[config.mk]
export PLATFORM = sky130hd
export DESIGN_NAME = dcr_capability_regs
export DESIGN_NICKNAME = d
export VERILOG_FILES = /design/src/verilog/dcr_const_word.v /design/src/verilog/dcr_apb_front.v /design/src/verilog/dcr_capability_regs.v
export VERILOG_INCLUDE_DIRS = /design/src /design/src/verilog
export SDC_FILE = /design/constraint.sdc
export NUM_CORES = 1
export LEC_CHECK = 0
export BUFFER_PORTS_ARGS = -buffer_cell sky130_fd_sc_hd__buf_2
export CAP_MARGIN = 10
export CELL_PAD_IN_SITES_DETAIL_PLACEMENT = 1
export CELL_PAD_IN_SITES_GLOBAL_PLACEMENT = 1
export CORE_MARGIN = 5
export CORE_UTILIZATION = 15
export DETAILED_ROUTE_END_ITERATION = 6
export GPL_ROUTABILITY_DRIVEN = 0
export PLACE_DENSITY = 0.82
export SLEW_MARGIN = 20
export SYNTH_ARGS = -nofsm -noshare
export SYNTH_HDL_FRONTEND = slang
export SYNTH_SLANG_ARGS = --single-unit
[constraint.sdc]
create_clock -name pclk -period 1.35 [get_ports pclk]
set_input_delay 0.0675 -clock pclk [delete_from_list [all_inputs] [get_ports pclk]]
set_output_delay 0.0675 -clock pclk [all_outputs]
set_load 0.02 [all_outputs]
[src/verilog/dcr_consts.vh]
// constants for the device capability register bank
`ifndef DCR_CONSTS_VH
`define DCR_CONSTS_VH

// byte addresses on the apb bus
`define DCR_OFS_FEATURES_ONE 12'h010
`define DCR_OFS_FEATURES_TWO 12'h014

// first capability word: field positions
`define DCR_F1_JTAG_BIT      0
`define DCR_F1_TWO_WIRE_BIT  1
`define DCR_F1_TRACE_BIT     2
`define DCR_F1_WATCHDOG_BIT  3
`define DCR_F1_PLL_BIT       4
`define DCR_F1_TEMP_BIT      5
`define DCR_F1_RSVD6_BIT     6
`define DCR_F1_MPU_BIT       7
`define DCR_F1_RATE_LSB      8
`define DCR_F1_RATE_MSB      9
`define DCR_F1_DIV_LSB       12
`define DCR_F1_DIV_MSB       15
`define DCR_F1_CONV_BIT      16
`define DCR_F1_PWM_BIT       20

// first capability word: field values
`define DCR_F1_DIV_VALUE     4'h3
`define DCR_F1_RATE_VALUE    2'h2
`define DCR_F1_PRESENT_LOW   8'hbf
`define DCR_F1_RESET         32'h001132bf

// second word: bit positions shared with the clock gating and soft reset
`define DCR_UNIT_SERIAL0_BIT   0
`define DCR_UNIT_SERIAL1_BIT   1
`define DCR_UNIT_SYNC0_BIT     4
`define DCR_UNIT_QUAD0_BIT     8
`define DCR_UNIT_TIMER0_BIT    16
`define DCR_UNIT_TIMER1_BIT    17
`define DCR_UNIT_TIMER2_BIT    18
`define DCR_UNIT_COMPARE0_BIT  24
`define DCR_F2_RESET         32'h01070113

// answers
`define DCR_READ_ZERO        32'h00000000

`endif

[src/verilog/dcr_const_word.v]
// one read-only capability word, loaded at reset and never written
`timescale 1ns/1ps
`default_nettype none

module dcr_const_word #(
  parameter WIDTH = 32,
  parameter [WIDTH-1:0] VALUE = {WIDTH{1'b0}}
) (
  // clock and reset
  input  wire             pclk,
  input  wire             presetn,
  // constant word out
  output wire [WIDTH-1:0] word
);

  reg [WIDTH-1:0] held;

  genvar i;
  generate
    for (i = 0; i < WIDTH; i = i + 1) begin : g_bit
      // each bit takes its fixed value at reset and keeps it
      always @(posedge pclk or negedge presetn) begin
        if (!presetn) begin
          held[i] <= VALUE[i];
        end else begin
          held[i] <= VALUE[i];
        end
      end
    end
  endgenerate

  assign word = held;

endmodule // dcr_const_word

`default_nettype wire

[src/verilog/dcr_apb_front.v]
// apb handshake: zero-wait answer, pready from a flip-flop
`timescale 1ns/1ps
`default_nettype none

module dcr_apb_front (
  // clock and reset
  input  wire pclk,
  input  wire presetn,
  // apb control
  input  wire psel,
  input  wire penable,
  // one-cycle pulse: setup phase seen, answer loads next edge
  output wire setup_seen,
  // registered ready
  output reg  pready
);

  assign setup_seen = psel & ~penable;

  // ready rises in the first access cycle and falls after it
  always @(posedge pclk or negedge presetn) begin
    if (!presetn) begin
      pready <= 1'b0;
    end else begin
      pready <= setup_seen;
    end
  end

endmodule // dcr_apb_front

`default_nettype wire

[src/verilog/dcr_capability_regs.v]
// device capability registers behind an apb slave
`timescale 1ns/1ps
`default_nettype none
`include "dcr_consts.vh"

////////////////////////////////////////////////////////////////////////////
module dcr_capability_regs (
  // clock and reset
  input  wire        pclk,
  input  wire        presetn,
  // apb request
  input  wire        psel,
  input  wire        penable,
  input  wire        pwrite,
  input  wire [11:0] paddr,
  input  wire [31:0] pwdata,
  // apb answer
  output reg  [31:0] prdata,
  output wire        pready,
  output reg         pslverr
);

  ////////////////////////////////////////////////////////////////////////
  // first capability word, assembled from named fields

  wire [31:0] one_value;
  wire [31:0] one_word;
  wire [31:0] two_word;
  wire        setup_seen;
  wire        hit_one;
  wire        hit_two;
  reg  [31:0] next_prdata;
  reg         next_pslverr;

  // presence bits, low byte
  // fixed present bits
  assign one_value[`DCR_F1_JTAG_BIT]     = 1'b1;
  assign one_value[`DCR_F1_TWO_WIRE_BIT] = 1'b1;
  assign one_value[`DCR_F1_TRACE_BIT]    = 1'b1;
  assign one_value[`DCR_F1_WATCHDOG_BIT] = 1'b1;
  assign one_value[`DCR_F1_PLL_BIT]      = 1'b1;
  assign one_value[`DCR_F1_TEMP_BIT]     = 1'b1;
  assign one_value[`DCR_F1_MPU_BIT]      = 1'b1;
  assign one_value[`DCR_F1_RSVD6_BIT]    = 1'b0;
  // converter rate and reserved pair
  assign one_value[`DCR_F1_RATE_MSB:`DCR_F1_RATE_LSB] = `DCR_F1_RATE_VALUE;
  assign one_value[11:10] = 2'h0;
  assign one_value[`DCR_F1_DIV_MSB:`DCR_F1_DIV_LSB] = `DCR_F1_DIV_VALUE;
  // upper half: converter and pwm presence, rest reserved
  assign one_value[`DCR_F1_CONV_BIT] = 1'b1;
  assign one_value[19:17] = 3'h0;
  assign one_value[`DCR_F1_PWM_BIT] = 1'b1;
  assign one_value[31:21] = 11'h000;

  ////////////////////////////////////////////////////////////////////////
  // held words; only bits 7:0 of the field build reach the read mux, nothing compares it with the reset word

  // word loaded at reset, no write path
  dcr_const_word #(
    .WIDTH (32),
    .VALUE (`DCR_F1_RESET)
  ) u_word_one (
    .pclk    (pclk),
    .presetn (presetn),
    .word    (one_word)
  );

  // unit bits sit where gating and reset put them
  dcr_const_word #(
    .WIDTH (32),
    .VALUE (`DCR_F2_RESET)
  ) u_word_two (
    .pclk    (pclk),
    .presetn (presetn),
    .word    (two_word)
  );

  ////////////////////////////////////////////////////////////////////////
  // apb handshake

  dcr_apb_front u_front (
    .pclk       (pclk),
    .presetn    (presetn),
    .psel       (psel),
    .penable    (penable),
    .setup_seen (setup_seen),
    .pready     (pready)
  );

  assign hit_one = (paddr == `DCR_OFS_FEATURES_ONE);
  assign hit_two = (paddr == `DCR_OFS_FEATURES_TWO);

  // read mux; the low byte comes from the field build so a slip in the
  // held word shows up only on the upper bits, both agree by design
  // writes to mapped words accepted silently, data discarded
  always @* begin
    next_prdata  = `DCR_READ_ZERO;
    next_pslverr = 1'b0;
    if (hit_one) begin
      next_prdata = pwrite ? `DCR_READ_ZERO
                           : {one_word[31:8], one_value[7:0]};
    end else if (hit_two) begin
      next_prdata = pwrite ? `DCR_READ_ZERO : two_word;
    end else begin
      next_pslverr = 1'b1; // unmapped address
    end
  end

  // answer registered at the setup edge, cleared after the access
  always @(posedge pclk or negedge presetn) begin
    if (!presetn) begin
      prdata  <= `DCR_READ_ZERO;
      pslverr <= 1'b0;
    end else if (setup_seen) begin
      prdata  <= next_prdata;
      pslverr <= next_pslverr;
    end else begin
      prdata  <= `DCR_READ_ZERO;
      pslverr <= 1'b0;
    end
  end

  // write data is deliberately unused: the bank is read-only
  wire unused_wdata = ^pwdata;

endmodule // dcr_capability_regs

`default_nettype wire

Word level (Yosys, flattened, before mapping)
Index checks and enable logic that the tools add are counted.
{"block": "classes", "eq_ne": 2, "n_mux": 8, "bitwise": 2}
{"op": "two-way mux 25 bit", "count": 3}
{"op": "two-way mux 32 bit", "count": 1}
{"op": "== test 12 x 5 -> 1 bit, second input constant", "count": 2}
{"op": "two-way mux 21 bit", "count": 1}
{"op": "two-way mux 1 bit", "count": 3}
{"op": "bitwise AND 1 bit", "count": 1}
{"op": "inverter 1 bit", "count": 1}
{"block": "word_totals", "input_bits": 49, "register_bits": 34, "out_inout_bits": 34, "wordCells": 15}

Longest topological paths before layout
Gate-level depths: netlist of run 1.
{"block": "logic_depth", "ltp_word": 4, "depth_mapped": 2, "ltp_nobuf": 2}

Hierarchy
Synthesis of run 1 repeated with hierarchy kept, for this count alone.
{"block": "unflattened", "cells_unflattened": 181, "area_unflattened_um2": 1943.1}
{"mod": "dcr_capability_regs", "area_each_um2": 1408.9, "instances": 1, "seq_area_each_um2": 825.8, "cells_each": 111}
{"mod": "dcr_const_word", "area_each_um2": 247.7, "instances": 2, "seq_area_each_um2": 0.0, "cells_each": 34}
{"mod": "dcr_apb_front", "area_each_um2": 38.8, "instances": 1, "seq_area_each_um2": 25.0, "cells_each": 2}

Worst setup path before layout of run 1
Ideal clock, no wire load.
{"block": "synth_timing", "path_kind": "input port to flip-flop", "from": "input paddr[11]", "to": "register pslverr", "setup_slack_ps": 283, "n_path_buf": 0, "setup_ps": 124, "arrival_ps": 943, "required_time_ps": 1226, "stages": 2, "path_cell_list": "or4_1 -> o31a_1"}
{"block": "synth_between", "elab_chain_cells": 4, "word_cells_on_any_way": 5, "cone_classes": "2 x eq/ne; 3 x mux"}
{"element": "start, declared", "line": "dcr_capability_regs.v:15", "source": "input wire [11:0] paddr,"}
{"element": "== test 12 x 5 -> 1 bit (no line)"}
{"element": "two-way mux 1 bit", "line": "dcr_capability_regs.v:102", "source": "end else if (hit_two) begin"}
{"element": "two-way mux 1 bit (*)", "line": "dcr_capability_regs.v:99", "source": "if (hit_one) begin"}
{"element": "two-way mux 1 bit (*)", "line": "dcr_capability_regs.v:114", "source": "end else if (setup_seen) begin"}
{"element": "end signal, assigned", "line": "dcr_capability_regs.v:116", "source": "pslverr <= next_pslverr;"}
{"element": "end, declared", "line": "dcr_capability_regs.v:20", "source": "output reg pslverr"}
Mark *: on every way between the ends. The rest lies on a longest branch, timed or not.

Worst setup path after layout of run 1
{"block": "layout_timing", "from": "input paddr[7]", "to": "register prdata[20]"}
{"block": "layout_between", "elab_chain_cells": 4, "word_cells_on_any_way": 5, "cone_classes": "2 x eq/ne; 3 x mux"}
{"element": "== test 12 x 5 -> 1 bit (no line)"}
{"element": "two-way mux 25 bit", "line": "dcr_capability_regs.v:102"}
{"element": "two-way mux 25 bit (*)", "line": "dcr_capability_regs.v:99"}
{"element": "two-way mux 32 bit (*)", "line": "dcr_capability_regs.v:114"}
{"element": "end signal, assigned", "line": "dcr_capability_regs.v:112", "source": "prdata <= `DCR_READ_ZERO;"}
{"element": "end signal, assigned", "line": "dcr_capability_regs.v:115", "source": "prdata <= next_prdata;"}
{"element": "end signal, assigned", "line": "dcr_capability_regs.v:118", "source": "prdata <= `DCR_READ_ZERO;"}
{"element": "end, declared", "line": "dcr_capability_regs.v:18", "source": "output reg [31:0] prdata,"}
Marks and branches as above.

==> PnR_summary.wiki, run 1 <==
{| class="wikitable"
! Metric !! Value
|-
| Crit path arrival time || about 1.1 ns
|-
| Flop pwr share || between 30 and 40%
|-
| First-pass GRT wire length || around 1400 um
|-
| Final Hold Fails || 0
|-
| Core Region || 2760 sq um
|-
| DIE AREA || approximately 4000 sq um
|-
| Internal Power || around 0.29 mW
|-
| Total power draw || just over 0.4 mW
|-
| CTS tree || built
|-
| Num rows || 19
|-
| Remaining antenna violation count || 0
|-
| Sum of routed wire length over all layers || 1040 um
|-
| Share of the synthesized area in the top cell type || 50.1%
|-
| Residual DRC || 0
|-
| Cell at the root of the clock tree || clkbuf_4
|-
| Post-CTS Hold Fix Bufs || 1
|-
| Slew Limit Fails || 0
|-
| Number of optimization iterations in the first detailed-route pass || 1
|-
| Final Setup Violations || 0
|-
| Final-layout setup total negative slack || 0 ns
|-
| Top fanout value on the critical path || 4
|-
| Number of warning messages in the yosys log || 0
|-
| Placed cell count || between 90 and 100
|-
| Switching power as a share of total power || between 20% and 30%
|-
| Pre-CTS setup slack || 0.112 ns
|-
| Hpwl dp || slightly below 1000 um
|-
| Net Sw Power || around 0.11 mW
|-
| Launch instance of the worst min-delay path || penable
|-
| Post-DR vias/cell || approximately 3.4
|-
| Pin count of the biggest net entering global routing || 9
|-
| Die Y || between 60 and 70 um
|-
| Status || finished clean
|-
| Finished Layout Cells || 102
|-
| DRC violation total after the first TritonRoute iteration || 0
|-
| Kind of start point of the critical path || input port
|-
| Number of buffers created by CTS || 3
|-
| Cell count of the worst hold path || 2
|-
| Port Buffer Count || 34
|-
| Number of nets in the final layout || between 100 and 150
|-
| # IOs || 83
|-
| Static Leakage || roughly 0.32 nW
|-
| Worst setup margin || 0.373 ns
|-
| DIE WIDTH || about 64 um
|-
| Total setup buffers inserted after CTS || 0
|-
| Via count of the first global-routing pass || around 340
|-
| Setup repair after global routing missed its margin || false
|-
| Global Route Usage Sum || roughly 4.5%
|-
| Part of the cycle the worst path needs || about 72%
|-
| Number of diodes || 0
|-
| Average routed wire per standard cell || roughly 10 um
|-
| Critical Path RT || 1.47 ns
|-
| Peak supply drop || around 290 uV
|-
| Critical path capture point type || flip-flop
|-
| Layout cells sized above 1 || 56.3%
|-
| Part of the total power dissipated in combinational logic || a little over a fifth
|-
| Number of synthesized register bits || 5
|-
| Fin crit period || just under 1 ns
|-
| Portion of the post-synthesis area used by sequential elements || between 20% and 30%
|-
| Post-synth design cell area || 434 sq um
|-
| Via count || between 300 and 400
|-
| Clock H-tree levels || 1
|-
| Number of different library cells in the post-synthesis netlist || 10
|-
| Post-Syn Area per Cell || between 9 and 10 sq um
|-
| Layout Area Growth over Synthesis || 19.3%
|-
| Count of mapped cells out of synthesis || between 40 and 50
|-
| Initial Util || around 16%
|-
| Reported max-cap violation count || 0
|-
| Class of the tightest hold or removal check || input port to flip-flop
|-
| Maximum clock insertion buffer count || 2
|-
| Cell accounting for the most synthesized area || buf_4
|-
| Cells resized by post-CTS repair || 0
|-
| GR Overflow Total || 0
|-
| Biggest area contributors in the synthesized netlist || buf_4, dfrtp_1, nor4_1, or3b_2, or4_1
|-
| Number of clock sinks || 5
|-
| Share of total power in the clock network || 40.7%
|-
| Max Clk Rate || 1020 MHz
|-
| Antenna violations before repair || 0
|-
| Critical path start-end classification || input port to flip-flop
|-
| Worst min-delay path endpoint || u_front.pready
|-
| Clock-pin transition on the worst setup and hold timing paths || ~0.040 ns
|-
| P per Cell Area || ~800 nW/um^2
|}
[cells in the mapped netlist]
| master | n |
|---|---|
| o31a_1 | 1 |
| or3b_2 | 2 |
| or4_1 | 2 |
| or4bb_1 | 1 |
| buf_4 | 29 |
| or4b_2 | 1 |
| nor4_1 | 3 |
| dfrtp_1 | 5 |
| nor2b_1 | 1 |
| conb_1 | 1 |
[registers in the layout, indices dropped and copies added, names as in the netlist]
name	cells
prdata	3
pslverr	1
u_front.pready	1
[critical path: stages]
cell and delay (ns):
buf_2 0.09, or4_1 0.60, nor4_1 0.34
[power groups by stage]
stage                     registers [mW]  clock network (mW)  logic [mW]
after floorplan                    0.161                   0      0.0846
after global placement             0.156                   0      0.0819
after detailed placement           0.156                   0      0.0840
after CTS                          0.154               0.174      0.0866
after global routing               0.154               0.180      0.0953
final                              0.154               0.165      0.0868
[kinds of logic (layout without fill, tap and decap cells)]
| logic type | count (synthesis) | after routing | share of synthesized area (%) |
|---|---|---|---|
| AOI/OAI and AO/OA | 1 | 1 | 2.02 |
| DFF | 5 | 5 | 28.8 |
| buffers and inverters | 29 | 39 | 50.1 |
| and+or+nand+nor | 10 | 10 | 18.2 |
| other | 1 | 16 | 0.864 |
[worst max path at each step]
stage	startpoint	end	slack, ns	depth (start not counted)
after global placement	paddr[11]	pslverr	0.15	3
after CTS	paddr[7]	prdata[20]	0.36	3
after detailed placement	paddr[7]	prdata[20]	0.11	3
final	paddr[7]	prdata[20]	0.37	3
after floorplan	paddr[11]	pslverr	0.28	2
after global routing	paddr[7]	prdata[20]	0.28	3
[cells in the final DEF, fill, tap and decap left out, types with 2 or more instances in the layout]
| cell type | count |
|---|---|
| clkbuf_4 | 3 |
| conb_1 | 16 |
| dfrtp_1 | 5 |
| or3b_2 | 2 |
| nor4_1 | 3 |
| buf_2 | 34 |
| or4_1 | 2 |
[cell type report]
cell class	count	area, sq um
Sequential cell	5	125
Fill cell	343	2240
Clock buffer	4	26.3
Multi-Input combinational cell	27	148
Timing Repair Buffer	35	180
Tap cell	31	38.8
[through the flow]
stage	hold WS (ns)	utilization [%]	instance area [sq um]
after floorplan	-0.228	-	490
final	0.0417	18.8	518
after global placement	-0.122	17.5	482
after CTS	0.0385	18.8	518
after detailed placement	-0.117	17.5	482
after global routing	0.0522	18.8	518
[metal layers]
| layer | vias to the layer above | share of wire, % | global-route usage, % |
|---|---|---|---|
| li1 | 160 | - | - |
| met1 | 161 | 26 | 2.87 |
| met2 | 29 | 61 | 9.55 |
| met3 | 0 | 14 | 2.28 |
| met4 | 0 | 0 | 2.34 |
| met5 | - | 0 | 0 |
(Power assumes the default switching activity.)
==> run 2, diff against run 1 <==
CORE_UTILIZATION = 14   (was 15)
PLACE_DENSITY = 0.78   (was 0.82)
clock period = 0.9 ns   (was 1.35 ns; I/O delays follow)
==> run 2 against run 1 <==
  * Design area grew 6.5%
  * Combinational power grew 58%
  * First-iteration DRC count grew 1
  * Critical path type is now flip-flop to output port
  * Largest cell class unchanged
  * Highest routed layer is now met4
  * Worst hold slack lost 0.020 ns
  * Routed wire length grew 1.7%
  * Global-route usage grew 0.11 points
  * Setup slack lost 0.36 ns
  * Die area grew 6.0%
==> PnR_summary.wiki, run 2 (same netlist as run 1, synthesis figures left out) <==
{| class="wikitable"
! Metric !! Value
|-
| Status || finished clean
|-
| Combined area of the multi-input logic cells || 165 sq um (+12%)
|-
| Highest cell delay on the worst timing path || 0.43 ns (-0.17 ns)
|-
| Total of fill cells in the finished design || 369 (+7.6%)
|-
| CTS tree || built
|-
| Clock-pin transition on the worst setup and hold timing paths || 0.04 ns (about the same)
|-
| Top cell family by delay on the critical path || flip-flops
|-
| P per Cell Area || 1130 nW/um^2 (+44%)
|-
| Placed cell count || 99 (+2.1%)
|-
| Total setup buffers inserted after CTS || 0 (unchanged)
|-
| GR Overflow Total || 0 (unchanged)
|-
| Top fanout value on the critical path || 8 (+4)
|-
| Initial Util || 14.5% (-1.3 points)
|-
| Peak supply drop || 194 uV (-34%)
|-
| Remaining antenna violation count || 0 (unchanged)
|-
| Cell with the largest stage delay on the worst path || dfrtp_2
|-
| Antenna violations before repair || 0 (unchanged)
|-
| Layout cells sized above 1 || 62.0% (+5.6 points)
|-
| DIE WIDTH || 65.7 um (+3.0%)
|-
| Clock H-tree levels || 1 (unchanged)
|-
| Post-DR vias/cell || 3.29 (-4.2%)
|-
| Port Buffer Count || 34 (unchanged)
|-
| Largest regs || prdata (3), pslverr (1), u_front.pready (1)
|-
| Layout Area Growth over Synthesis || 27.1%
|-
| Setup repair after global routing missed its margin || true
|-
| Number of nets in the final layout || 121 (unchanged)
|-
| Critical path capture point type || output port
|-
| Core Region || 3000 sq um (+8.9%)
|-
| Hpwl dp || 914 um (-5.6%)
|-
| Sequential standard cell area || 126 sq um (+1.0%)
|-
| Average routed wire per standard cell || 10.2 um (-0.23%)
|-
| Num rows || 20 (+1)
|-
| Fin crit period || 0.889 ns
|-
| # IOs || 83 (unchanged)
|-
| Class of the tightest hold or removal check || input port to flip-flop
|-
| Max Clk Rate || about 1100 MHz
|-
| Critical path start-end classification || flip-flop to output port
|-
| Residual DRC || 0 (unchanged)
|-
| Via count of the first global-routing pass || 356 (+3.5%)
|-
| Most common library cell in the layout ignoring fill and taps || buf_2
|-
| DRC violation total after the first TritonRoute iteration || 1 (+1)
|-
| Number of clock sinks || 5 (unchanged)
|-
| Global Route Usage Sum || 4.62% (+0.11 points)
|-
| Total power draw || 0.622 mW (+53%)
|-
| Final Hold Fails || 0 (unchanged)
|-
| Kind of start point of the critical path || flip-flop
|-
| Crit path arrival time || 0.84 ns (-0.26 ns)
|-
| Final Setup Violations || 0 (unchanged)
|-
| Pin count of the biggest net entering global routing || 9 (unchanged)
|-
| Maximum clock insertion buffer count || 2 (unchanged)
|-
| Number of diodes || 0 (unchanged)
|-
| DIE AREA || 4320 sq um (+6.0%)
|-
| Sum of routed wire length over all layers || 1060 um (+1.7%)
|-
| First-pass GRT wire length || 1450 um (+0.49%)
|-
| Number of optimization iterations in the first detailed-route pass || 2 (+1)
|-
| Via count || 342 (-2.3%)
|-
| Reported max-cap violation count || 0 (unchanged)
|-
| Cell at the root of the clock tree || clkbuf_4
|-
| Smallest hold slack || 0.0220 ns (-0.0197 ns)
|-
| Die Y || 65.7 um (+3.0%)
|-
| Finished Layout Cells || 104 (+2.0%)
|-
| Critical Path RT || 0.85 ns (-0.62 ns)
|-
| Final-layout setup total negative slack || 0 ns (unchanged)
|-
| Cell chain of the critical path || buf_2
|-
| Reg with most FFs || prdata
|-
| Static Leakage || 0.319 nW (+0.87%)
|-
| Part of the cycle the worst path needs || around 100%
|-
| Slew Limit Fails || 0 (unchanged)
|-
| Number of buffers created by CTS || 3 (unchanged)
|-
| Core utilization of the finished layout || 18.4% (-0.41 points)
|-
| Number of flip-flops in the largest register || 3 (unchanged)
|-
| CP bufs+invs || 1 (unchanged)
|-
| Highest-count cells in the layout ignoring fill and taps || buf_2, conb_1, buf_4
|}
[run 2: layout make-up]
cell class                      instances  share of cell area, %
Multi-Input combinational cell         27                   29.9
Tap cell                               33                   7.48
Clock buffer                            4                   4.76
Sequential cell                         5                   22.9
Timing Repair Buffer                   35                   34.9
[run 2: power by group]
group | switching (mW) | total, mW | internal [mW] | leakage [nW]
sequential | 0.000895 | 0.231 | 0.230 | 0.0660
combinational | 0.0936 | 0.137 | 0.0434 | 0.238
clock | 0.0871 | 0.254 | 0.167 | 0.0150
[run 2: final timing paths]
path | from | to | slack, ns | depth (start not counted)
worst min-delay path | penable | u_front.pready | 0.02 | 2
min in group asynchronous | presetn | prdata[18] | 0.16 | 2
max in group asynchronous | presetn | prdata[20] | 0.59 | 2
worst max-delay path | prdata[20] | prdata[20] | 0.01 | 1
[run 2: layer usage]
| layer | share of wire (%) | up-vias | track usage, % |
|---|---|---|---|
| met1 | 32 | 157 | 3.91 |
| met4 | 1.9 | 0 | 4.66 |
| met3 | 9.5 | 2 | 1.54 |
| li1 | - | 159 | - |
| met2 | 57 | 24 | 8.14 |
| met5 | 0 | - | 0 |
[run 2: stage by stage]
step,worst slack (ns),instance area [sq um]
2_1_floorplan,-0.0750,502
3_5_place_dp,-0.219,495
6_report,0.0112,552
5_1_grt,-0.0411,552
4_1_cts,-0.00238,546
3_3_place_gp,-0.240,495
[run 2: repair_timing]
item,in CTS,in global routing
hold buffers,1,0
hold endpoints to repair,5,0
resized for setup,6,1
gates cloned,0,0
setup endpoints to repair,8,9
==> run 3, diff against run 2 <==
CELL_PAD_IN_SITES_DETAIL_PLACEMENT = 0   (was 1)
CORE_UTILIZATION = 13   (was 14)
PLACE_DENSITY = 0.76   (was 0.78)
SLEW_MARGIN = 10   (was 20)
clock period = 0.8 ns   (was 0.9 ns; I/O delays follow)
==> run 3 against run 2 <==
  * The flow now finishes with violations (setup timing)
  * Worst hold slack better by 0.051 ns
  * Highest routed layer unchanged
  * Design area rose by 29%
  * Largest cell class unchanged
  * Count of clock-buffer cells in the layout is the same
  * Critical path type unchanged
  * Die area increased by 6.5%
  * Core utilization up 3.4 points
  * Largest power group unchanged
  * Clock power is 11% higher
  * Combinational power is 36% higher
  * Setup slack got worse by 0.098 ns
  * Total power grew 17%
==> PnR_summary.wiki, run 3 (same netlist as run 1, synthesis figures left out) <==
{| class="wikitable"
! Metric !! Value
|-
| Core Region || 3280 sq um (+9.4%)
|-
| Status || complete, but fails checks
|-
| Critical path start-end classification || flip-flop to output port
|-
| Fin crit period || slightly below 0.9 ns
|-
| DIE WIDTH || 67.8 um (+3.2%)
|-
| Smallest hold slack || 0.0733 ns (+0.0512 ns)
|-
| Worst setup margin || -0.0867 ns (-0.0979 ns)
|-
| Post-DR vias/cell || 3.16 (-3.9%)
|-
| Net Sw Power || 0.211 mW (+16%)
|-
| Hpwl dp || 865 um (-5.4%)
|-
| CP bufs+invs || 1 (unchanged)
|-
| Die Y || 67.8 um (+3.2%)
|-
| Reg with most FFs || prdata
|-
| Core utilization of the finished layout || 21.8% (+3.4 points)
|-
| Via count of the first global-routing pass || 334 (-6.2%)
|-
| DIE AREA || 4600 sq um (+6.5%)
|-
| Sum of routed wire length over all layers || 1160 um (+9.6%)
|-
| Num rows || 21 (+5.0%)
|-
| Initial Util || 13.2% (-1.2 points)
|-
| Number of buffers created by CTS || 3 (unchanged)
|-
| Via count || 376 (+9.9%)
|-
| Top fanout value on the critical path || 8 (unchanged)
|-
| Critical Path RT || 0.76 ns (-0.09 ns)
|-
| Top cell family by delay on the critical path || flip-flops
|-
| Kind of start point of the critical path || flip-flop
|-
| Flop pwr share || 35.8% (-1.3 points)
|-
| Highest cell delay on the worst timing path || 0.44 ns (about the same)
|-
| Part of the cycle the worst path needs || 111%
|-
| Number of flip-flops in the largest register || 3 (unchanged)
|-
| Maximum clock insertion buffer count || 2 (unchanged)
|-
| Remaining antenna violation count || 0 (unchanged)
|-
| Cell at the root of the clock tree || clkbuf_4
|-
| Part of the total power dissipated in combinational logic || 25.6% (+3.6 points)
|-
| Class of the tightest hold or removal check || input port to flip-flop
|-
| Highest-count cells in the layout ignoring fill and taps || conb_1, buf_6, buf_2
|-
| Peak supply drop || 273 uV (+41%)
|-
| Finished Layout Cells || 119 (+14%)
|-
| Layout Area Growth over Synthesis || 64.6%
|-
| Placed cell count || 112 (+13%)
|-
| Pin count of the biggest net entering global routing || 9 (unchanged)
|-
| P per Cell Area || 1020 nW/um^2 (-9.3%)
|-
| Switching power as a share of total power || 28.8% (-0.34 points)
|-
| Share of total power in the clock network || 38.6% (-2.3 points)
|-
| Count of cell instances traversed by the critical path || 1 (unchanged)
|-
| Average routed wire per standard cell || 9.77 um (-4.2%)
|-
| Residual DRC || 0 (unchanged)
|-
| Final Hold Fails || 0 (unchanged)
|-
| Number of diodes || 0 (unchanged)
|-
| Critical path capture point type || output port
|-
| Max Clk Rate || about 1100 MHz
|-
| Number of optimization iterations in the first detailed-route pass || 2 (unchanged)
|-
| Global Route Usage Sum || 4.35% (-0.27 points)
|-
| Layout cells sized above 1 || 68.5% (+6.5 points)
|-
| DRC violation total after the first TritonRoute iteration || 6 (+5)
|-
| CTS tree || built
|-
| Reported max-cap violation count || 0 (unchanged)
|-
| # IOs || 83 (unchanged)
|-
| First-pass GRT wire length || 1410 um (-2.4%)
|-
| Crit path arrival time || 0.85 ns (about the same)
|-
| Violated checks || setup timing
|-
| Static Leakage || 0.368 nW (+15%)
|-
| Cell chain of the critical path || buf_4
|-
| Number of clock sinks || 5 (unchanged)
|-
| Slew Limit Fails || 0 (unchanged)
|-
| Internal Power || 0.520 mW (+18%)
|-
| Number of nets in the final layout || 123 (+1.7%)
|-
| Cell count of the worst hold path || 3 (+1)
|-
| GR Overflow Total || 0 (unchanged)
|-
| Largest regs || prdata (3), pslverr (1), u_front.pready (1)
|-
| Total of fill cells in the finished design || 359 (-2.7%)
|-
| Port Buffer Count || 34 (unchanged)
|-
| Final-layout setup total negative slack || -1.31 ns (-1.31 ns)
|-
| Most common library cell in the layout ignoring fill and taps || conb_1
|-
| Cell with the largest stage delay on the worst path || dfrtp_2
|-
| Clock H-tree levels || 1 (unchanged)
|-
| Setup repair after global routing missed its margin || true
|-
| Final Setup Violations || 20 (+20)
|-
| Pre-CTS setup slack || -0.330 ns (-0.112 ns)
|-
| Antenna violations before repair || 0 (unchanged)
|-
| Clock-pin transition on the worst setup and hold timing paths || 0.04 ns (about the same)
|}
run 3: changes by cell type in the layout (fill, tap and decap cells not counted), moves of 2 or more:
cell	previous run	this run
buf_2	29	14
buf_4	5	7
nor4_1	2	0
nor4_4	0	2
dfrtp_2	1	3
dfrtp_1	4	2
buf_6	0	14
run 3: power by group through the flow:
stage          Clock, mW  Combinational (mW)  Sequential (mW)
2_1_floorplan          0               0.146            0.271
3_3_place_gp           0               0.144            0.264
3_5_place_dp           0               0.148            0.264
4_1_cts            0.289               0.177            0.260
5_1_grt            0.303               0.201            0.262
6_report           0.282               0.187            0.262
run 3: worst paths after layout:
| check | slack [ns] | from | to |
|---|---|---|---|
| max | -0.09 | prdata[20] | prdata[20] |
| min | 0.07 | penable | pslverr |
| max in group asynchronous | 0.52 | presetn | prdata[16] |
| min in group asynchronous | 0.15 | presetn | prdata[20] |
run 3: layer usage:
layer  global-route usage (%)  vias up  wire length (um)
li1                         -      166                 -
met1                     3.85      166               381
met2                     7.65       42               535
met3                     1.66        2               230
met4                     3.72        0                16
met5                        0        -                 0
run 3: what timing repair did:
action	in CTS	in global routing
setup endpoints to repair	20	22
hold buffers	2	0
endpoints found under the hold margin	6	0
setup buffers	1	0
gates resized for setup	32	9
pin swaps	6	0
run 3: metrics by stage:
step                      power [mW]  instance area, sq um
after floorplan                0.417                   502
after global placement         0.408                   512
after detailed placement       0.412                   512
after CTS                      0.726                   682
after global routing           0.766                   714
final                          0.731                   714
run 3: layout make-up:
| cell class | instances | area [sq um] | area share [%] |
|---|---|---|---|
| timing repair buffer | 37 | 300 | 42.0 |
| clock buffer | 4 | 26.3 | 3.68 |
| tap | 46 | 57.6 | 8.06 |
| sequential | 5 | 129 | 18.0 |
| multi-input combinational | 27 | 201 | 28.2 |
